**config.mk**
```make
export PLATFORM = sky130hd
export DESIGN_NAME = periph_irq_flag_bank
export DESIGN_NICKNAME = d
export VERILOG_FILES = /design/src/logic/irq_flag_pkg.sv /design/src/logic/flag_bank_if.sv /design/src/logic/flag_store.sv /design/src/logic/periph_irq_flag_bank.sv
export SDC_FILE = /design/constraint.sdc
export NUM_CORES = 1
export LEC_CHECK = 0
export ABC_CLOCK_PERIOD_IN_PS = 6100
export BUFFER_PORTS_ARGS = -buffer_cell sky130_fd_sc_hd__clkbuf_2
export CORE_ASPECT_RATIO = 0.8
export CORE_UTILIZATION = 35
export DETAILED_ROUTE_END_ITERATION = 6
export PLACE_DENSITY = 0.6
export SLEW_MARGIN = 20
export SYNTH_ARGS = -nofsm -noshare
export SYNTH_HDL_FRONTEND = slang
export SYNTH_SLANG_ARGS = --single-unit
```
**constraint.sdc**
```tcl
create_clock -name SYS_CLK -period 6.1 [get_ports SYS_CLK]
set_input_delay 1.22 -clock SYS_CLK [delete_from_list [all_inputs] [get_ports SYS_CLK]]
set_output_delay 1.22 -clock SYS_CLK [all_outputs]
set_load 0.01 [all_outputs]
```
**src/logic/irq_flag_pkg.sv**
```systemverilog
// constants shared by the peripheral interrupt flag bank
// assumes a byte-addressed slave with one 32-bit word per register
package irq_flag_pkg;

  // ---------------------------------------------------------------
  // register byte offsets
  // ---------------------------------------------------------------
  localparam logic [5:0] OFS_FLAGS_TWO    = 6'h00;
  localparam logic [5:0] OFS_FLAGS_THREE  = 6'h04;
  localparam logic [5:0] OFS_FLAGS_FOUR   = 6'h08;
  localparam logic [5:0] OFS_FLAGS_FIVE   = 6'h0C;
  localparam logic [5:0] OFS_FLAGS_SIX    = 6'h10;
  localparam logic [5:0] OFS_ENABLES_TWO  = 6'h14;
  localparam logic [5:0] OFS_ENABLES_SIX  = 6'h24;
  localparam logic [5:0] OFS_CONTROL      = 6'h28;
  localparam logic [5:0] OFS_STATUS       = 6'h2C;

  // ---------------------------------------------------------------
  // implemented bits per register, full and small memory variants
  // ---------------------------------------------------------------
  localparam logic [7:0] IMPL_TWO         = 8'hBF;
  localparam logic [7:0] IMPL_THREE       = 8'hFF;
  localparam logic [7:0] IMPL_FOUR_FULL   = 8'hFF;
  localparam logic [7:0] IMPL_FOUR_SMALL  = 8'h3F;
  localparam logic [7:0] IMPL_FIVE_FULL   = 8'hFF;
  localparam logic [7:0] IMPL_FIVE_SMALL  = 8'h17;
  localparam logic [7:0] IMPL_SIX         = 8'h17;
  // bits that software cannot write (receive full, transmit empty)
  localparam logic [7:0] RO_THREE         = 8'h30;
  localparam logic [7:0] RO_NONE          = 8'h00;

  // ---------------------------------------------------------------
  // reset values
  // ---------------------------------------------------------------
  localparam logic [7:0]  FLAGS_RESET     = 8'h00;
  localparam logic [7:0]  ENABLES_RESET   = 8'h00;
  localparam logic [31:0] RDATA_RESET     = 32'h0000_0000;

  // ---------------------------------------------------------------
  // control and status field positions
  // ---------------------------------------------------------------
  localparam int CTRL_PRIO_BIT            = 0;
  localparam int CTRL_GLOBAL_BIT          = 1;
  localparam int STAT_PENDING_BIT         = 0;

  // ---------------------------------------------------------------
  // flag bit positions that carry special behaviour
  // ---------------------------------------------------------------
  localparam int BIT_DISPLAY_DONE         = 6;
  localparam int BIT_RX_FULL              = 5;
  localparam int BIT_TX_EMPTY             = 4;

  // capture/compare unit operating modes
  typedef enum logic [1:0] {
    MODE_OFF,
    MODE_CAPTURE,
    MODE_COMPARE,
    MODE_PWM
  } capcmp_mode_t;

endpackage : irq_flag_pkg

```
**src/logic/flag_bank_if.sv**
```systemverilog
// bundle between the flag bank top and one eight-bit flag store
// assumes one owner drives set, clear and write; the store drives value
`timescale 1ns/100ps
interface flag_bank_if;
  logic [7:0] set_bits;
  logic [7:0] clr_bits;
  logic       wr_en;
  logic [7:0] wr_data;
  logic [7:0] value;

  modport owner (output set_bits, output clr_bits, output wr_en,
                 output wr_data, input value);
  modport store (input set_bits, input clr_bits, input wr_en,
                 input wr_data, output value);
endinterface : flag_bank_if

```
**src/logic/flag_store.sv**
```systemverilog
// one eight-bit sticky flag register with per-bit hardware set and clear
// assumes set and clear are one-cycle pulses in the system clock domain
`timescale 1ns/100ps
module flag_store #(
  parameter logic [7:0] IMPL = 8'hFF,
  parameter logic [7:0] RO   = 8'h00
) (
  // clock and control
  input  wire logic      clk,
  input  wire logic      rst_n,
  input  wire logic      clk_en,
  // flag traffic
  flag_bank_if.store     bank
);

  logic [7:0] flags_r;
  logic [7:0] flags_nxt;

  // software write, then hardware clear, then hardware set on top
  always_comb begin
    flags_nxt = flags_r;
    if (bank.wr_en) begin
      flags_nxt = (bank.wr_data & ~RO) | (flags_r & RO);
    end
    flags_nxt = flags_nxt & ~bank.clr_bits;
    flags_nxt = (flags_nxt | bank.set_bits) & IMPL; // set wins
  end

  // sticky storage, cleared at reset
  always_ff @(posedge clk) begin
    if (!rst_n) begin
      flags_r <= irq_flag_pkg::FLAGS_RESET;
    end else if (clk_en) begin
      flags_r <= flags_nxt;
    end
  end

  assign bank.value = flags_r;

endmodule : flag_store

```
**src/logic/periph_irq_flag_bank.sv**
```systemverilog
// peripheral interrupt flag registers two to six with enables and request
// assumes all event inputs are one-cycle pulses synchronous to SYS_CLK
`timescale 1ns/100ps
module periph_irq_flag_bank #(
  parameter bit FULL_MEMORY = 1'b1
) (
  // clock, reset, enable
  input  wire logic        SYS_CLK,
  input  wire logic        RST_N,
  input  wire logic        CLK_EN,
  // avalon-mm slave
  input  wire logic [5:0]  ADDRESS,
  input  wire logic        READ,
  input  wire logic        WRITE,
  input  wire logic [3:0]  BYTEENABLE,
  input  wire logic [31:0] WRITEDATA,
  output logic [31:0]      READDATA,
  output logic             WAITREQUEST,
  // clock, serial and supply events
  input  wire logic        OSC_FAIL,
  input  wire logic        SYNC_PORT2_DONE,
  input  wire logic        COLLISION1,
  input  wire logic        COLLISION2,
  input  wire logic        VOLTAGE_DETECT,
  // timer events
  input  wire logic        TIMER3_OVERFLOW,
  input  wire logic        TIMER3_GATE,
  input  wire logic        TIMER5_GATE,
  input  wire logic        TIMER5_OVERFLOW,
  input  wire logic        TIMER7_GATE,
  input  wire logic        TIMER7_OVERFLOW,
  input  wire logic [4:0]  TIMER_MATCH,
  // display events and mode
  input  wire logic        DISPLAY_FRAME_DONE,
  input  wire logic        DISPLAY_TYPE_B,
  input  wire logic        DISPLAY_NONSTATIC,
  // second serial buffer events
  input  wire logic        SERIAL2_RX_LOAD,
  input  wire logic        SERIAL2_RX_READ,
  input  wire logic        SERIAL2_TX_DRAIN,
  input  wire logic        SERIAL2_TX_WRITE,
  // other units
  input  wire logic        CHARGE_UNIT_EVENT,
  input  wire logic        RTC_EVENT,
  input  wire logic        NV_WRITE_DONE,
  input  wire logic [2:0]  COMPARATOR_EVENT,
  // capture/compare units one to ten
  input  wire logic [9:0]  CAPCMP_CAPTURE,
  input  wire logic [9:0]  CAPCMP_MATCH,
  input  wire logic [19:0] CAPCMP_MODE,
  // request to the core
  output logic             PERIPH_IRQ
);

  // flag registers two to six; register one lives elsewhere
  localparam int NREG = 5;

  // ---------------------------------------------------------------
  // implemented bit masks for this variant
  // missing bits are masked, so stores and enables never hold them
  // ---------------------------------------------------------------
  localparam logic [7:0] IMPL_FOUR = FULL_MEMORY ?
    irq_flag_pkg::IMPL_FOUR_FULL : irq_flag_pkg::IMPL_FOUR_SMALL;
  localparam logic [7:0] IMPL_FIVE = FULL_MEMORY ?
    irq_flag_pkg::IMPL_FIVE_FULL : irq_flag_pkg::IMPL_FIVE_SMALL;
  localparam logic [7:0] IMPL [NREG] = '{irq_flag_pkg::IMPL_TWO,
                                         irq_flag_pkg::IMPL_THREE,
                                         IMPL_FOUR,
                                         IMPL_FIVE,
                                         irq_flag_pkg::IMPL_SIX};

  // ---------------------------------------------------------------
  // declarations
  // ---------------------------------------------------------------
  logic [7:0]  set_v [NREG];
  logic [7:0]  clr_v [NREG];
  logic [7:0]  wr_v  [NREG];
  logic [7:0]  flags [NREG];
  logic [7:0]  en_r  [NREG];
  logic [9:0]  capcmp_hit;
  logic        prio_en_r;
  logic        global_en_r;
  logic        pending;
  logic        req_take;
  logic        wr_go;
  logic [31:0] rdata_nxt;
  logic [5:0]  addr_word;
  logic        display_valid;
  logic        gate_open;

  // the two low address bits pick a byte and are ignored
  assign addr_word = {ADDRESS[5:2], 2'b00};

  // ---------------------------------------------------------------
  // event qualification
  // ---------------------------------------------------------------

  // capture counts only in capture mode, match only in compare mode;
  // pulse-width and off modes never raise the flag; the mode is
  // taken with the event, so a change of mode acts at once
  always_comb begin
    for (int u = 0; u < 10; u++) begin
      case (irq_flag_pkg::capcmp_mode_t'(CAPCMP_MODE[2*u +: 2]))
        irq_flag_pkg::MODE_CAPTURE: capcmp_hit[u] = CAPCMP_CAPTURE[u];
        irq_flag_pkg::MODE_COMPARE: capcmp_hit[u] = CAPCMP_MATCH[u];
        default:                    capcmp_hit[u] = 1'b0;
      endcase
    end
  end

  // the display flag means nothing outside type-B non-static drive,
  // so the pulse is dropped rather than left for software to mask
  assign display_valid = DISPLAY_TYPE_B & DISPLAY_NONSTATIC;

  // ---------------------------------------------------------------
  // set vectors, independent of any enable
  // ---------------------------------------------------------------
  // each vector runs bit 7 down to bit 0; an event held high keeps
  // setting its flag, so a clear written meanwhile is lost
  always_comb begin
    set_v[0] = {OSC_FAIL,
                1'b0,
                SYNC_PORT2_DONE,
                COLLISION2, COLLISION1,
                VOLTAGE_DETECT,
                TIMER3_OVERFLOW, TIMER3_GATE};
    set_v[1] = {TIMER5_GATE,
                DISPLAY_FRAME_DONE & display_valid,
                SERIAL2_RX_LOAD,
                SERIAL2_TX_DRAIN,
                CHARGE_UNIT_EVENT,
                capcmp_hit[1], capcmp_hit[0],
                RTC_EVENT};
    set_v[2] = capcmp_hit[9:2];
    set_v[3] = {TIMER7_GATE,
                TIMER_MATCH[4], TIMER_MATCH[3],
                TIMER_MATCH[2],
                TIMER7_OVERFLOW,
                TIMER_MATCH[1],
                TIMER5_OVERFLOW,
                TIMER_MATCH[0]};
    set_v[4] = {3'b000,
                NV_WRITE_DONE,
                1'b0,
                COMPARATOR_EVENT};
  end

  // hardware clears: only the serial buffer flags have them;
  // a load and an access in one cycle leave the flag set, since
  // a lost set would hide a byte and a late clear costs one poll
  always_comb begin
    for (int i = 0; i < NREG; i++) begin
      clr_v[i] = 8'h00;
    end
    clr_v[1][irq_flag_pkg::BIT_RX_FULL]  = SERIAL2_RX_READ;
    clr_v[1][irq_flag_pkg::BIT_TX_EMPTY] = SERIAL2_TX_WRITE;
  end

  // ---------------------------------------------------------------
  // flag stores
  // ---------------------------------------------------------------
  // one store per register; the buffer bits of flags three are
  // read-only, so software can neither fake nor drop them
  flag_bank_if fb [NREG] ();

  genvar g;
  generate
    for (g = 0; g < NREG; g++) begin : g_store
      assign fb[g].set_bits = set_v[g];
      assign fb[g].clr_bits = clr_v[g];
      // a write lands only at the answer edge of its own word
      assign fb[g].wr_en    = wr_go && addr_word == 6'(4 * g);
      assign fb[g].wr_data  = wr_v[g];
      assign flags[g]       = fb[g].value;

      flag_store #(
        .IMPL (IMPL[g]),
        .RO   ((g == 1) ? irq_flag_pkg::RO_THREE : irq_flag_pkg::RO_NONE)
      ) u_store (
        .clk    (SYS_CLK),
        .rst_n  (RST_N),
        .clk_en (CLK_EN),
        .bank   (fb[g])
      );
    end
  endgenerate

  // write data goes to the low byte lane only; upper lanes
  // carry no bits, so such a write is answered and does nothing
  always_comb begin
    for (int i = 0; i < NREG; i++) begin
      wr_v[i] = WRITEDATA[7:0];
    end
  end

  // ---------------------------------------------------------------
  // bus handshake
  // ---------------------------------------------------------------

  // a request is taken on the first edge it is seen; the answer comes
  // one cycle later with waitrequest low, costing one wait state per
  // access but keeping every output straight from a flop;
  // with CLK_EN low the handshake freezes too, so a master
  // must wait for the answer rather than count cycles
  assign req_take = (READ | WRITE) & WAITREQUEST;
  assign wr_go    = WRITE & ~WAITREQUEST & BYTEENABLE[0];

  always_ff @(posedge SYS_CLK) begin
    if (!RST_N) begin
      WAITREQUEST <= 1'b1;
    end else if (CLK_EN) begin
      WAITREQUEST <= ~req_take;
    end
  end

  // ---------------------------------------------------------------
  // enable and control registers
  // ---------------------------------------------------------------

  // six enable groups exist; the first group belongs with flag group
  // one, which lives elsewhere, so only groups two to six are here;
  // enables of missing flags stay zero so no stale write arms them
  always_ff @(posedge SYS_CLK) begin
    if (!RST_N) begin
      for (int i = 0; i < NREG; i++) begin
        en_r[i] <= irq_flag_pkg::ENABLES_RESET;
      end
    end else if (CLK_EN && wr_go) begin
      for (int i = 0; i < NREG; i++) begin
        if (addr_word == irq_flag_pkg::OFS_ENABLES_TWO + 6'(4 * i)) begin
          en_r[i] <= WRITEDATA[7:0] & IMPL[i];
        end
      end
    end
  end

  // priority mode and peripheral global enable
  // both share one word so a single write changes them together
  always_ff @(posedge SYS_CLK) begin
    if (!RST_N) begin
      prio_en_r   <= 1'b0;
      global_en_r <= 1'b0;
    end else if (CLK_EN && wr_go && addr_word == irq_flag_pkg::OFS_CONTROL) begin
      prio_en_r   <= WRITEDATA[irq_flag_pkg::CTRL_PRIO_BIT];
      global_en_r <= WRITEDATA[irq_flag_pkg::CTRL_GLOBAL_BIT];
    end
  end

  // ---------------------------------------------------------------
  // request to the core
  // ---------------------------------------------------------------

  // any flag with its enable set is pending; without priority mode the
  // global enable must also be set before the request leaves
  always_comb begin
    pending = 1'b0;
    for (int i = 0; i < NREG; i++) begin
      pending = pending | (|(flags[i] & en_r[i]));
    end
  end

  // in priority mode the priority logic past this bank gates the
  // request, so only the plain mode needs the global enable
  assign gate_open = prio_en_r | global_en_r;

  // registered for a clean level, at one cycle of latency
  always_ff @(posedge SYS_CLK) begin
    if (!RST_N) begin
      PERIPH_IRQ <= 1'b0;
    end else if (CLK_EN) begin
      PERIPH_IRQ <= pending & gate_open;
    end
  end

  // ---------------------------------------------------------------
  // read data
  // ---------------------------------------------------------------

  // decode on the taking edge; unmapped words read as zero, and a
  // full compare per flag word never indexes past the last store
  always_comb begin
    rdata_nxt = irq_flag_pkg::RDATA_RESET;
    if (addr_word == irq_flag_pkg::OFS_FLAGS_TWO) begin
      rdata_nxt[7:0] = flags[0];
    end else if (addr_word == irq_flag_pkg::OFS_FLAGS_THREE) begin
      rdata_nxt[7:0] = flags[1];
    end else if (addr_word == irq_flag_pkg::OFS_FLAGS_FOUR) begin
      rdata_nxt[7:0] = flags[2];
    end else if (addr_word == irq_flag_pkg::OFS_FLAGS_FIVE) begin
      rdata_nxt[7:0] = flags[3];
    end else if (addr_word == irq_flag_pkg::OFS_FLAGS_SIX) begin
      rdata_nxt[7:0] = flags[4];
    end else if (addr_word >= irq_flag_pkg::OFS_ENABLES_TWO &&
                 addr_word <= irq_flag_pkg::OFS_ENABLES_SIX) begin
      rdata_nxt[7:0] = en_r[3'(addr_word[5:2] - 4'h5)];
    end else if (addr_word == irq_flag_pkg::OFS_CONTROL) begin
      rdata_nxt[irq_flag_pkg::CTRL_PRIO_BIT]   = prio_en_r;
      rdata_nxt[irq_flag_pkg::CTRL_GLOBAL_BIT] = global_en_r;
    end else if (addr_word == irq_flag_pkg::OFS_STATUS) begin
      rdata_nxt[irq_flag_pkg::STAT_PENDING_BIT] = pending;
    end
  end

  // read data is held until the next taken read
  // rather than cleared, so a slow master may still sample it
  always_ff @(posedge SYS_CLK) begin
    if (!RST_N) begin
      READDATA <= irq_flag_pkg::RDATA_RESET;
    end else if (CLK_EN && req_take && READ) begin
      READDATA <= rdata_nxt;
    end
  end

  // the core keeps its own part: clearing flags before enabling and
  // after service is left to software, the bank does not enforce it

endmodule : periph_irq_flag_bank

```
# ---- Yosys cells after proc, flatten, opt, wreduce, memory -nomap -nowiden
# Memory sizes are Yosys's and may differ from the RTL's.
# Index checks and enable logic that the tools add are counted.
dict set report word_totals {
  wordCells 144
  reg_bits 47
  out_inout_bits 34
  mem_count 1
  ram_bits 40
}
dict set report op_classes {
  add_sub_neg 1
  eq_ne 31
  n_bitwise 32
  reduce_logical 16
  n_lt_le_gt_ge 2
  mux 51
}
# memory words word_bits rd rd_clocked_by_memory_dff write_ports line
set mem_list {}
lappend mem_list {en_r 5 8 6 0 5 periph_irq_flag_bank.sv:79} ;# logic [7:0] en_r [NREG];
# operator n
set op_table {}
lappend op_table {{8-bit two-way mux} 14}
lappend op_table {{8-bit AND} 5}
lappend op_table {{8-bit OR reduction} 5}
lappend op_table {{8-bit OR} 4}
lappend op_table {{1-bit two-way mux} 24}
lappend op_table {{2-bit by 1-bit equality test with 1-bit output, second input constant} 10}
lappend op_table {{2-bit equality test, second input constant} 10}
lappend op_table {{1-bit one-hot mux with 2 select lines} 10}
lappend op_table {{4-bit by 3-bit equality test with 1-bit output, second input constant} 4}
lappend op_table {{4-bit equality test, second input constant} 4}
lappend op_table {{1-bit OR} 11}
lappend op_table {{1-bit logical AND} 10}
lappend op_table {{5-bit by 8-bit AND with 8-bit output} 1}
lappend op_table {{4-bit by 2-bit equality test with 1-bit output, second input constant} 2}
lappend op_table {{6-bit inverter with 8-bit output} 1}
lappend op_table {{8-bit by 6-bit OR with 8-bit output} 1}
lappend op_table {{1-bit AND} 6}
lappend op_table {{6-bit by 5-bit >= comparator with 1-bit output, second input constant} 1}
lappend op_table {{6-bit less-or-equal comparator, second input constant} 1}
lappend op_table {{6-bit logical NOT} 1}
lappend op_table {{6-bit two-way mux} 1}
lappend op_table {{5-bit two-way mux} 1}
lappend op_table {{5-bit OR} 1}
lappend op_table {{4-bit by 1-bit equality test with 1-bit output, second input constant} 1}
lappend op_table {{3 further kinds} 4}

# ---- Logic depth before layout (Yosys ltp)
# Gate-level depths: netlist of the first run.
# An unclocked memory read counts as a cell.
dict set report depth {
  ltp_word 15
  mapped_depth 10
  mapped_depth_nobuf 7
}

# ---- By module
# From an unflattened synthesis of the first run, not the netlist that was laid out.
dict set report unflattened {
  hier_cells 556
  area_unflattened_um2 5363.9
}
# mod n_inst area_per_inst_um2 cells_per_inst
set modules_own_cells {}
lappend modules_own_cells {periph_irq_flag_bank 1 3309.4 335}
lappend modules_own_cells {{flag_store (g_store[2].u_store ...)} 2 476.7 50}
lappend modules_own_cells {{flag_store (g_store[1].u_store)} 1 436.7 46}
lappend modules_own_cells {{flag_store (g_store[0].u_store)} 1 430.4 46}
lappend modules_own_cells {{flag_store (g_store[4].u_store)} 1 234.0 29}

# ---- Least setup slack after synthesis of the first run
# OpenSTA, ideal clock, no wires.
dict set report synth_path {
  path_type {input port to flip-flop}
  from {in ADDRESS[2]}
  to {reg READDATA[7]}
  path_stages 8
  required_time_ns 5.978
  setup_ns 0.122
  slack_ns 3.165
  path_buffers 2
  t_arrival_ns 2.814
  cell_sequence {buf_6 > inv_1 > ha_1 > clkbuf_1 > mux4_2 > o21ai_0 > a21oi_1 > a221o_1}
}
dict set report synth_between {
  elab_chain_len 8
}
# item line
set synth_lines {}
lappend synth_lines {{start, declared} periph_irq_flag_bank.sv:12} ;# input wire logic [5:0] ADDRESS,
lappend synth_lines {{3-bit subtractor (tied with other cells)} periph_irq_flag_bank.sv:295} ;# rdata_nxt[7:0] = en_r[3'(addr_word[5:2] - 4'h5)];
lappend synth_lines {{memory 5 x 8 bit or 1-bit logical AND (tied branches)} -}
lappend synth_lines {{6-bit two-way mux} periph_irq_flag_bank.sv:293} ;# end else if (addr_word >= irq_flag_pkg::OFS_ENABLES_TWO &&
lappend synth_lines {{8-bit two-way mux} periph_irq_flag_bank.sv:291} ;# end else if (addr_word == irq_flag_pkg::OFS_FLAGS_SIX) begin
lappend synth_lines {{8-bit two-way mux} periph_irq_flag_bank.sv:289} ;# end else if (addr_word == irq_flag_pkg::OFS_FLAGS_FIVE) begin
lappend synth_lines {{8-bit two-way mux} periph_irq_flag_bank.sv:287} ;# end else if (addr_word == irq_flag_pkg::OFS_FLAGS_FOUR) begin
lappend synth_lines {{8-bit two-way mux} periph_irq_flag_bank.sv:285} ;# end else if (addr_word == irq_flag_pkg::OFS_FLAGS_THREE) begin
lappend synth_lines {{8-bit two-way mux *} periph_irq_flag_bank.sv:283} ;# if (addr_word == irq_flag_pkg::OFS_FLAGS_TWO) begin
lappend synth_lines {{end signal, assigned} periph_irq_flag_bank.sv:308} ;# READDATA <= irq_flag_pkg::RDATA_RESET;
lappend synth_lines {{end signal, assigned} periph_irq_flag_bank.sv:310} ;# READDATA <= rdata_nxt;
lappend synth_lines {{end, declared} periph_irq_flag_bank.sv:17} ;# output logic [31:0] READDATA,
# Mark *: on every way between the ends. The rest lies on a longest branch, timed or not.
# A chain may end at the register's enable or synchronous reset.

# ---- Final worst setup path of the first run
dict set report layout_path {
  from {in ADDRESS[2]}
  to {reg READDATA[1]}
}
dict set report layout_between {
  elab_chain_len 8
}
# item line
set layout_lines {}
lappend layout_lines {{3-bit subtractor (tied with other cells)} periph_irq_flag_bank.sv:295}
lappend layout_lines {{memory 5 x 8 bit (tied with other cells)} -}
lappend layout_lines {{2-bit two-way mux} periph_irq_flag_bank.sv:293}
lappend layout_lines {{8-bit two-way mux} periph_irq_flag_bank.sv:291}
lappend layout_lines {{8-bit two-way mux} periph_irq_flag_bank.sv:289}
lappend layout_lines {{8-bit two-way mux} periph_irq_flag_bank.sv:287}
lappend layout_lines {{8-bit two-way mux} periph_irq_flag_bank.sv:285}
lappend layout_lines {{8-bit two-way mux *} periph_irq_flag_bank.sv:283}
# Marks and branches as above.

==> metrics.md, run 1 <==
| Metric | Value |
|---|---|
| Outcome | complete, no violations |
| Max-slew violations | 0 |
| Clock transition at path regs | approximately 60 ps |
| EDFF count, synth | 35 |
| Post-CTS Setup Inserts | 0 |
| CP max stage delay | 510 ps |
| Max clock buf depth | 2 |
| Worst Max-Slew Pin Slew | 863.1 ps |
| Max-Cap Viols | 0 |
| Startpoint Class | input pin |
| Initial Utilization | 36.20% |
| Final wirelength | ~15000 µm |
| Yosys warnings | 0 |
| CTS tree | built |
| First-pass GRT wire length | 22220 µm |
| Count leader, synth | a21oi_1 |
| Mapped Area | ~0.005 mm² |
| Area growth syn-to-layout | 14.54% |
| Worst skew pair latency | 340 ps |
| Area leader, netlist | edfxtp_1 |
| RSZ-0062 raised after global routing | no |
| Port Buffers | 96 |
| Largest net degree at the start of global routing | 45 |
| Total GRT Usage | 20.90% |
| Synthesized instance count | 484 |
| FMAX | 316.0 MHz |
| Synth cell types | 60 |
| Comb pwr share | 13.8% |
| Pint | 0.9458 mW |
| CTS Buf Count | 9 |
| Power per standard cell area | 228.0 mW/mm² |
| FFs w/ async S/R, synth | 0% |
| I/O Pins | 150 |
| Relative slew slack | 42.46% |
| Initial drt markers | 417 |
| H-tree levels | 3 |
| Peak supply drop | around 0.13 mV |
| Post-route cell area | ~0.0057 mm² |
| DRC viols | 0 |
| CP startpoint | ADDRESS[2] |
| Final period util | approximately half |
| First-pass DRT Iterations | 7 |
| Root Driver | clkbuf_16 |
| Hold_sp | PERIPH_IRQ$_SDFFE_PN0P_ |
| Full die area | 0.01460 mm² |
| Synth Flop Type | dfxtp_1 |
| Avg WL per Cell | about 20 µm |
| Diodes inserted | 0 |
| CP Capture Type | flop |
| Final nets | 707 |
| CP Buf/Inv Count | 2 |
| Kind of cell adding the most delay to the critical path | compound AO/OA/AOI/OAI gates |
| Slowest library cell on the worst path | or3b_1 |
| Worst hold path class | reg2reg |
| Synth area leaders | edfxtp_1, dfxtp_1, mux2i_1 |
| NetSw | between 0.3 and 0.4 mW |
| Avg Inst Size Synth | just over 10 µm² |
| Sequence of cells on the critical path | clkbuf_2 > inv_1 > ha_1 > or3b_1 > o221ai_1 > a211oi_1 > o2bb2ai_1 > a31oi_1 |
| Layout Skew | 5.937 ps |
| Fin. Hold Viols | 0 |
| Pleak | around 2.4 nW |
| Post_cts resized | 0 |
| Core area | 0.01365 mm² |
| Post-DP Area | about 0.0054 mm² |
| Sw Ratio | 26.67% |
| Tmin final | 3165 ps |
| Die Y | 108.3 µm |
| Share of layout cells above drive strength 1 | 23.29% |
| Required @ worst endpoint | 6370 ps |
| R2r setup slk | about 4100 ps |
| Top post-synthesis cells by count | a21oi_1, dfxtp_1, nand2_1, edfxtp_1, mux2i_1 |
| Final Wtd Congestion | 0.9255 |
| DR vias | 4131 |
| Antenna violations before repair | 0 |
| Setup TNS | 0 ps |
| Reg2reg start | WAITREQUEST$_SDFFE_PN1P_ |
| Part of the power in registers | 48.5% |
| CP Max Fanout | 12 |
| Post-synthesis sequential area ratio | slightly above 40% |
| Final setup viols | 0 |
| WS Path Type | in2reg |
| Worst Path Arrival | 3430 ps |
| Clock network power share | a little under two fifths |
| Vias in the first global route | 3883 |
| Die Wd | 134.8 µm |
| Antenna-violating nets left | 0 |
| GRT overflow | 0 |
| Hold Buf Count CTS | 0 |
| Clock sinks | 82 |
| Area share of the largest cell type after synthesis | 21.28% |
| Std cell rows | 38 |
| Via-to-Cell Ratio | 5.501 |
| DP HPWL | 11620 µm |
| FF+latch count, synth | between 80 and 90 |
[area by class of cell]
| cell class | instances | area [µm²] |
|---|---|---|
| clock buffers | 11 | 232.7 |
| clock inverters | 5 | 31.28 |
| flip-flops and latches | 82 | 1992 |
| inverters | 26 | 97.59 |
| fillers | 1347 | 7988 |
| multi-input cells | 350 | 2591 |
| repair buffers | 97 | 488.0 |
| well taps | 180 | 225.2 |
[worst min-delay path: stages (launching register included)]
cell,delay [ps]
dfxtp_1,320
nand3b_1,70
o21ai_0,60
[power by group through the flow]
stage / Combinational [mW] / Sequential (mW) / Clock, mW
2_1_floorplan: 0.126 / 0.621 / 0
3_3_place_gp: 0.172 / 0.636 / 0
3_5_place_dp: 0.177 / 0.637 / 0
4_1_cts: 0.178 / 0.625 / 0.493
5_1_grt: 0.197 / 0.627 / 0.515
6_report: 0.178 / 0.626 / 0.486
[flip-flops by register name, summed over array words and instances, names as in the netlist]
name                        cells
prio_en_r                       1
global_en_r                     1
PERIPH_IRQ                      1
READDATA                        8
en_r                           35
WAITREQUEST                     1
g_store.u_store.bank.value     35
[path summary, 6_finish.rpt]
check | endpoint | cells past startpoint
setup / recovery | READDATA[1]$_SDFFE_PN0P_ | 8
hold / removal | PERIPH_IRQ$_SDFFE_PN0P_ | 2
setup reg to reg | en_r[0][7]$_DFFE_PP_ | 3
hold reg to reg | PERIPH_IRQ$_SDFFE_PN0P_ | 2
[routing by layer]
layer / wire length, µm / vias to the layer above / GRT usage, % / share of wire (%)
li1: - / 1912 / - / -
met2: 6379 / 219 / 31.92 / 44
met1: 6779 / 1979 / 29.17 / 46
met4: 218 / 0 / 5.778 / 1.5
met3: 1283 / 21 / 5.251 / 8.8
met5: 0 / - / 0 / 0
[cell usage in the layout (no fill, tap or decap), types with 7 or more instances in the layout]
cell type  Yosys  layout
mux2i_1       33      33
clkbuf_2       0      96
a21oi_1       49      49
a22o_1        11      11
mux4_2         7       7
o21ai_0       10      10
clkbuf_16      0       9
nand3b_1      15      15
dfxtp_1       47      47
edfxtp_1      35      35
conb_1         1      24
ha_1          25      25
nor2_1        19      19
a22oi_1       21      21
and2_1         8       8
inv_1         26      26
nand2_1       44      44
[stage by stage]
stage / power [mW] / utilization (%) / setup WS (ps) / instances / hold slack [ps]
after floorplan: 0.7475 / - / 3165 / 507 / 451.8
after global placement: 0.8081 / 39.53 / 2592 / 735 / 472.2
after detailed placement: 0.8139 / 39.53 / 2576 / 735 / 477.2
after CTS: 1.295 / 41.46 / 2926 / 751 / 492.3
after global routing: 1.339 / 41.46 / 2700 / 751 / 521.9
final: 1.290 / 41.46 / 2935 / 751 / 487.1
[cell families after synthesis]
logic type	after synthesis	share of synthesized area [%]
simple gates	135	17.10
compound gates	125	16.77
flops	82	40.32
buf+inv	75	8.966
mux	40	9.878
fa+ha+maj	25	6.332
other cells	1	0.07591
xor+xnor	1	0.5573
Note: power is estimated with default switching activity, not from simulation.
==> run 2: changes to the inputs <==
--- a/config.mk
+++ b/config.mk
@@ -5,7 +5,8 @@
 export SDC_FILE = /design/constraint.sdc
 export NUM_CORES = 1
 export LEC_CHECK = 0
-export ABC_CLOCK_PERIOD_IN_PS = 6100
+export ABC_AREA = 1
+export ABC_CLOCK_PERIOD_IN_PS = 3000
 export BUFFER_PORTS_ARGS = -buffer_cell sky130_fd_sc_hd__clkbuf_2
 export CORE_ASPECT_RATIO = 0.8
 export CORE_UTILIZATION = 35
==> constraint.sdc (replaced) <==
create_clock -name SYS_CLK -period 3 [get_ports SYS_CLK]
set_input_delay 0.6 -clock SYS_CLK [delete_from_list [all_inputs] [get_ports SYS_CLK]]
set_output_delay 0.6 -clock SYS_CLK [all_outputs]
set_load 0.01 [all_outputs]
==> metrics.md, run 2 <==
| Metric | Value |
|---|---|
| Outcome | complete, no violations (unchanged) |
| Final WS setup | 782.4 ps (was 2935 ps) |
| Power per standard cell area | 455.6 mW/mm² (was 228.0 mW/mm²) |
| Std cell rows | 38 (unchanged) |
| Die Y | 109.7 µm (was 108.3 µm) |
| Yosys warnings | 0 (unchanged) |
| Clock transition at path regs | 50 ps (was 60 ps) |
| Max clock buf depth | 2 (unchanged) |
| Worst Path Arrival | 2490 ps (was 3430 ps) |
| Clock sinks | 82 (unchanged) |
| Fillers | 1463 (was 1347) |
| I/O Pins | 150 (unchanged) |
| Startpoint Class | input pin (unchanged) |
| GRT overflow | 0 (unchanged) |
| Synth area leaders | edfxtp_1, dfxtp_1, nand2_1 (was edfxtp_1, dfxtp_1, mux2i_1) |
| FMAX | roughly 450 MHz |
| Synthesized instance count | 695 (was 484) |
| Final setup viols | 0 (unchanged) |
| FF+latch count, synth | 82 (unchanged) |
| Tmin final | around 2200 ps |
| Post-synthesis sequential area ratio | 39.27% (was 40.32%) |
| Largest net degree at the start of global routing | 42 (was 45) |
| Required @ worst endpoint | 3270 ps (was 6370 ps) |
| Worst Max-Slew Pin Slew | 620.8 ps (was 863.1 ps) |
| Kind of cell adding the most delay to the critical path | compound AO/OA/AOI/OAI gates (unchanged) |
| CP Buf/Inv Count | 3 (was 2) |
| Antenna-violating nets left | 0 (unchanged) |
| Max-Cap Viols | 0 (unchanged) |
| CP Max Fanout | 19 (was 12) |
| Share of layout cells above drive strength 1 | 19.57% (was 23.29%) |
| Antenna violations before repair | 0 (unchanged) |
| First-pass DRT Iterations | 5 (was 7) |
| Fin. Hold Viols | 0 (unchanged) |
| Core area | 0.01384 mm² (was 0.01365 mm²) |
| Final Util | 42.65% (was 41.46%) |
| WS Path Type | in2reg (unchanged) |
| Avg WL per Cell | 15.06 µm (was 19.52 µm) |
| Top post-synthesis cells by count | nand2_1, inv_1, o21ai_0, dfxtp_1, nor2_1 (was a21oi_1, dfxtp_1, nand2_1, edfxtp_1, mux2i_1) |
| Port Buffers | 96 (unchanged) |
| Hold Buf Count CTS | 0 (unchanged) |
| Via-to-Cell Ratio | 4.746 (was 5.501) |
| Initial Utilization | 36.66% (was 36.20%) |
| Peak supply drop | 0.2676 mV (was 0.1294 mV) |
| Layout Skew | 4.989 ps (was 5.937 ps) |
| Final nets | 928 (was 707) |
| Pleak | 3.015 nW (was 2.364 nW) |
| Max-slew violations | 0 (unchanged) |
| CP Capture Type | flop (unchanged) |
| Full die area | 0.01498 mm² (was 0.01460 mm²) |
| CP max stage delay | 310 ps (was 510 ps) |
| Most common cell after layout, fill and taps aside | nand2_1 (was clkbuf_2) |
| Diodes inserted | 0 (unchanged) |
| Commonest non-fill, non-tap cells in the layout | nand2_1, inv_1, clkbuf_2 (was clkbuf_2, a21oi_1, dfxtp_1) |
| First-pass GRT wire length | 23250 µm (was 22220 µm) |
| DRC viols | 0 (unchanged) |
| Count leader, synth | nand2_1 (was a21oi_1) |
| DR vias | 4613 (was 4131) |
| Total GRT Usage | 20.94% (was 20.90%) |
| CTS tree | built (unchanged) |
| Relative slew slack | 58.18% (was 42.46%) |
| EDFF count, synth | 35 (unchanged) |
| Synth Flop Type | dfxtp_1 (unchanged) |
| Root Driver | clkbuf_16 (unchanged) |
| FFs w/ async S/R, synth | 0% (unchanged) |
| Vias in the first global route | 4355 (was 3883) |
| Sequence of cells on the critical path | clkbuf_2 > inv_2 > ha_1 > inv_1 > o21ai_0 > o21ai_0 > a31oi_1 > o21ai_1 > o211ai_1 > a21oi_1 (was clkbuf_2 > inv_1 > ha_1 > or3b_1 > o221ai_1 > a211oi_1 > o2bb2ai_1 > a31oi_1) |
| Die Wd | 136.6 µm (was 134.8 µm) |
| H-tree levels | 3 (unchanged) |
| Final wirelength | 14640 µm (was 14660 µm) |
| Slowest library cell on the worst path | ha_1 (was or3b_1) |
| Top cell by count, worst path | o21ai_0 |
| Post-CTS Setup Inserts | 0 (unchanged) |
| Final period util | between 70% and 80% |
| Initial drt markers | 454 (was 417) |
| Worst skew pair latency | 340 ps (about the same) |
| Mapped Area | 0.005072 mm² (was 0.004940 mm²) |
| Final Wtd Congestion | 0.8947 (was 0.9255) |
| RSZ-0062 raised after global routing | no (unchanged) |
| DP HPWL | 11230 µm (was 11620 µm) |
| Avg Inst Size Synth | 7.298 µm² (was 10.21 µm²) |
| Synth cell types | 38 (was 60) |
| CTS Buf Count | 9 (unchanged) |
| Place WS | 456.9 ps (was 2576 ps) |
| Area share of the largest cell type after synthesis | 20.72% (was 21.28%) |
| Post_cts resized | 0 (unchanged) |
| Setup TNS | 0 ps (unchanged) |
| Worst hold path class | reg2reg (unchanged) |
| Area leader, netlist | edfxtp_1 (unchanged) |
| Area growth syn-to-layout | 16.33% (was 14.54%) |
run 2: cell types whose count changed after synthesis, moves of 9 or more:
| cell | before | now |
|---|---|---|
| o21ai_0 | 10 | 73 |
| nand2_1 | 44 | 184 |
| mux2i_1 | 33 | 0 |
| nand3b_1 | 15 | 1 |
| a21oi_1 | 49 | 37 |
| inv_1 | 26 | 98 |
| nand3_1 | 4 | 19 |
| a22o_1 | 11 | 2 |
| inv_2 | 0 | 14 |
| nor2_1 | 19 | 47 |
run 2: layer usage:
metal	GRT usage, %	routed length, µm
met5	0	0
met4	4.921	144
met3	3.965	1295
met2	32.09	6214
met1	30.18	6983
run 2: where the power goes:
part | internal, mW | switching [mW]
clock network | 0.580 | 0.435
registers | 1.22 | 0.0432
logic | 0.151 | 0.262
total | 1.95 | 0.740
run 2: layout make-up:
class | instances | area, µm² | area share (%)
flip-flops and latches | 82 | 1992 | 33.76
repair buffers | 104 | 540.5 | 9.160
inverters | 112 | 420.4 | 7.125
multi-input cells | 478 | 2449 | 41.50
clock inverters | 5 | 31.28 | 0.5301
clock buffers | 11 | 242.7 | 4.114
well taps | 180 | 225.2 | 3.817
run 2: logic make-up (layout without fill, tap and decap cells):
group | count (synthesis) | after routing | share of synthesized area, %
compound gates | 152 | 152 | 17.07
fa+ha+maj | 25 | 25 | 6.167
buf+inv | 158 | 232 | 14.16
flops | 82 | 82 | 39.27
other cells | 1 | 24 | 0.07393
simple gates | 277 | 277 | 23.26
run 2: final timing paths:
path | to | cells after the start | slack [ps] | start
worst min-delay path | READDATA[6]$_SDFFE_PN0P_ | 2 | 470 | READDATA[6]$_SDFFE_PN0P_
worst max register to register | en_r[3][7]$_DFFE_PP_ | 7 | 880 | WAITREQUEST$_SDFFE_PN1P_
worst max-delay path | READDATA[6]$_SDFFE_PN0P_ | 10 | 780 | ADDRESS[2]
worst min register to register | READDATA[6]$_SDFFE_PN0P_ | 2 | 470 | READDATA[6]$_SDFFE_PN0P_
run 2: per-stage QoR:
stage	instances	hold WS [ps]	instance area [µm²]	power, mW
4_1_cts	972	470.1	5901	2.698
3_5_place_dp	956	461.1	5627	1.692
2_1_floorplan	718	448.9	5159	1.542
3_3_place_gp	956	459.0	5627	1.690
6_report	972	473.1	5901	2.688
5_1_grt	972	504.5	5901	2.814
run 2: worst min-delay path, stage by stage (launching register included):
cell     delay (ps)
dfxtp_1         310
nand2_1          60
a21oi_1          50
==> run 3: changes to the inputs <==
--- a/config.mk
+++ b/config.mk
@@ -6,12 +6,12 @@
 export NUM_CORES = 1
 export LEC_CHECK = 0
 export ABC_AREA = 1
-export ABC_CLOCK_PERIOD_IN_PS = 3000
+export ABC_CLOCK_PERIOD_IN_PS = 2000
 export BUFFER_PORTS_ARGS = -buffer_cell sky130_fd_sc_hd__clkbuf_2
 export CORE_ASPECT_RATIO = 0.8
 export CORE_UTILIZATION = 35
 export DETAILED_ROUTE_END_ITERATION = 6
-export PLACE_DENSITY = 0.6
+export PLACE_DENSITY = 0.62
 export SLEW_MARGIN = 20
 export SYNTH_ARGS = -nofsm -noshare
 export SYNTH_HDL_FRONTEND = slang
==> constraint.sdc (replaced) <==
create_clock -name SYS_CLK -period 2 [get_ports SYS_CLK]
set_input_delay 0.4 -clock SYS_CLK [delete_from_list [all_inputs] [get_ports SYS_CLK]]
set_output_delay 0.4 -clock SYS_CLK [all_outputs]
set_load 0.01 [all_outputs]
==> metrics.md, run 3 (synthesized netlist as in run 2, its figures left out) <==
| Metric | Value |
|---|---|
| Outcome | complete, no violations (unchanged) |
| Die Wd | 136.6 µm (unchanged) |
| Post_cts resized | 0 (unchanged) |
| DP HPWL | 11610 µm (was 11230 µm) |
| Final wirelength | 14740 µm (was 14640 µm) |
| Vias in the first global route | 4382 (was 4355) |
| FMAX | 567.5 MHz |
| Pint | 3.433 mW (was 1.948 mW) |
| Fin. Hold Viols | 0 (unchanged) |
| Post-route cell area | 0.006208 mm² (was 0.005901 mm²) |
| Final period util | 88.11% |
| Part of the power in registers | 41.4% (was 46.9%) |
| Post-DP Area | 0.005842 mm² (was 0.005627 mm²) |
| Final Power | 4.575 mW (was 2.688 mW) |
| Initial Utilization | 36.66% (unchanged) |
| Worst hold path class | in2reg (was reg2reg) |
| NetSw | 1.142 mW (was 0.7401 mW) |
| First-pass GRT wire length | 23000 µm (was 23250 µm) |
| Worst Path Arrival | 2010 ps (was 2490 ps) |
| Area of the multi-input gates | 0.002459 mm² (was 0.002449 mm²) |
| Hold Buf Count CTS | 0 (unchanged) |
| Die Y | 109.7 µm (unchanged) |
| Antenna violations before repair | 0 (unchanged) |
| Reg2reg start | WAITREQUEST$_SDFFE_PN1P_ (unchanged) |
| Pleak | 3.187 nW (was 3.015 nW) |
| Antenna-violating nets left | 0 (unchanged) |
| Post-CTS Setup Inserts | 0 (unchanged) |
| Final nets | 955 (was 928) |
| Std cell rows | 38 (unchanged) |
| Slowest library cell on the worst path | dfxtp_1 (was ha_1) |
| Commonest non-fill, non-tap cells in the layout | nand2_1, inv_1, clkbuf_2 (unchanged) |
| Avg WL per Cell | 14.75 µm (was 15.06 µm) |
| Power per standard cell area | 736.9 mW/mm² (was 455.6 mW/mm²) |
| Final Wtd Congestion | 0.9128 (was 0.8947) |
| Sw Ratio | 24.95% (was 27.53%) |
| Final setup viols | 0 (unchanged) |
| CP max stage delay | 370 ps (was 310 ps) |
| Worst skew pair latency | 340 ps (about the same) |
| Clock sinks | 82 (unchanged) |
| WS Path Type | reg2reg (was in2reg) |
| Max clock buf depth | 2 (unchanged) |
| CP Max Fanout | 11 (was 19) |
| Setup TNS | 0 ps (unchanged) |
| Total GRT Usage | 20.72% (was 20.94%) |
| H-tree levels | 3 (unchanged) |
| Max-Cap Viols | 0 (unchanged) |
| Layout Cells excl Fill | 999 (was 972) |
| Root Driver | clkbuf_16 (unchanged) |
| Core area | 0.01384 mm² (unchanged) |
| CTS Buf Count | 9 (unchanged) |
| CP Capture Type | flop (unchanged) |
| Worst Hold Depth | 3 (was 2) |
| R2R cell count | 11 (was 7) |
| Diodes inserted | 0 (unchanged) |
| Area growth syn-to-layout | 22.40% (was 16.33%) |
| First-pass DRT Iterations | 5 (unchanged) |
| Worst R2R End | g_store[3].u_store.bank.value[6]$_SDFFE_PN0P_ (was en_r[3][7]$_DFFE_PP_) |
| Required @ worst endpoint | 2240 ps (was 3270 ps) |
| Clock network power share | 44.4% (was 37.8%) |
| Initial drt markers | 481 (was 454) |
| Share of layout cells above drive strength 1 | 22.59% (was 19.57%) |
| Placed Instances | 983 (was 956) |
| Sequence of cells on the critical path | inv_2 > nand3_2 > nor2_4 > inv_2 > buf_4 > nor2_1 > buf_4 > a22oi_1 > o21ai_0 > nand2_1 > inv_1 (was clkbuf_2 > inv_2 > ha_1 > inv_1 > o21ai_0 > o21ai_0 > a31oi_1 > o21ai_1 > o211ai_1 > a21oi_1) |
| Clock transition at path regs | 60 ps (was 50 ps) |
| I/O Pins | 150 (unchanged) |
| Full die area | 0.01498 mm² (unchanged) |
| Hold_sp | SERIAL2_TX_DRAIN (was READDATA[6]$_SDFFE_PN0P_) |
| Via-to-Cell Ratio | 4.773 (was 4.746) |
| Port Buffers | 96 (unchanged) |
| Peak supply drop | 0.5262 mV (was 0.2676 mV) |
| Largest net degree at the start of global routing | 40 (was 42) |
| Hold EP | g_store[1].u_store.bank.value[4]$_SDFFE_PN0P_ (was READDATA[6]$_SDFFE_PN0P_) |
| RSZ-0062 raised after global routing | no (unchanged) |
| Most common cell after layout, fill and taps aside | nand2_1 (unchanged) |
| CTS tree | built (unchanged) |
| Comb pwr share | 14.1% (was 15.4%) |
| DRC viols | 0 (unchanged) |
| Max-slew violations | 0 (unchanged) |
| DR vias | 4768 (was 4613) |
| GRT overflow | 0 (unchanged) |
| R2r setup slk | 240 ps (was 880 ps) |
| Tmin final | 1762 ps |
| Startpoint Class | flop (was input pin) |
| Reg area | 0.001992 mm² (unchanged) |
| Layout Skew | 6.112 ps (was 4.989 ps) |
| Fillers | 1404 (was 1463) |
## run 3: cell types whose count changed in the layout (fill, tap and decap cells not counted), sizes merged
cell | before | now
clkbuf | 107 | 106
bufinv | 0 | 4
inv | 112 | 113
clkinvlp | 1 | 0
clkinv | 4 | 1
buf | 8 | 35
## run 3: layout make-up
class                   count  area share [%]
clock buffers              10           3.688
clock inverters             6           2.217
inverters                 112           6.812
multi-input cells         478           39.60
flip-flops and latches     82           32.08
well taps                 180           3.628
repair buffers            131           11.97
## run 3: critical path: cells and delay by family (launching register included)
kind / cells / cell delay (ps)
buf+inv: 5 / 660
flops: 1 / 370
simple gates: 4 / 350
compound gates: 2 / 290
## run 3: how the worst max path moves through the flow
stage / endpoint / from / slack, ps / depth (start not counted)
floorplan: READDATA[1]$_SDFFE_PN0P_ / ADDRESS[2] / 30 / 16
global placement: READDATA[6]$_SDFFE_PN0P_ / ADDRESS[2] / -20 / 10
detailed placement: READDATA[0]$_SDFFE_PN0P_ / ADDRESS[2] / -30 / 15
CTS: g_store[3].u_store.bank.value[6]$_SDFFE_PN0P_ / WAITREQUEST$_SDFFE_PN1P_ / 260 / 11
global route: g_store[3].u_store.bank.value[2]$_SDFFE_PN0P_ / WAITREQUEST$_SDFFE_PN1P_ / 80 / 11
finish: g_store[3].u_store.bank.value[6]$_SDFFE_PN0P_ / WAITREQUEST$_SDFFE_PN1P_ / 240 / 11
## run 3: routing by layer
layer	global-route usage, %	part of all wire (%)
met1	29.76	49
met2	32.31	43
met3	4.057	6.5
met4	3.730	0.64
met5	0	0
## run 3: through the flow
step / hold slack (ps) / setup WS (ps) / util (%)
2_1_floorplan: 448.9 / 27.16 / -
3_3_place_gp: 455.3 / -22.90 / 42.22
3_5_place_dp: 456.8 / -26.51 / 42.22
4_1_cts: 293.2 / 256.0 / 44.87
5_1_grt: 302.1 / 80.76 / 44.87
6_report: 299.1 / 237.9 / 44.87
## run 3: power by group through the flow
stage	Clock [mW]	Sequential [mW]	Combinational, mW
final	2.03	1.90	0.646
after global routing	2.11	1.90	0.734
after CTS	2.04	1.89	0.644
after detailed placement	0	1.93	0.640
after global placement	0	1.93	0.633
after floorplan	0	1.90	0.419
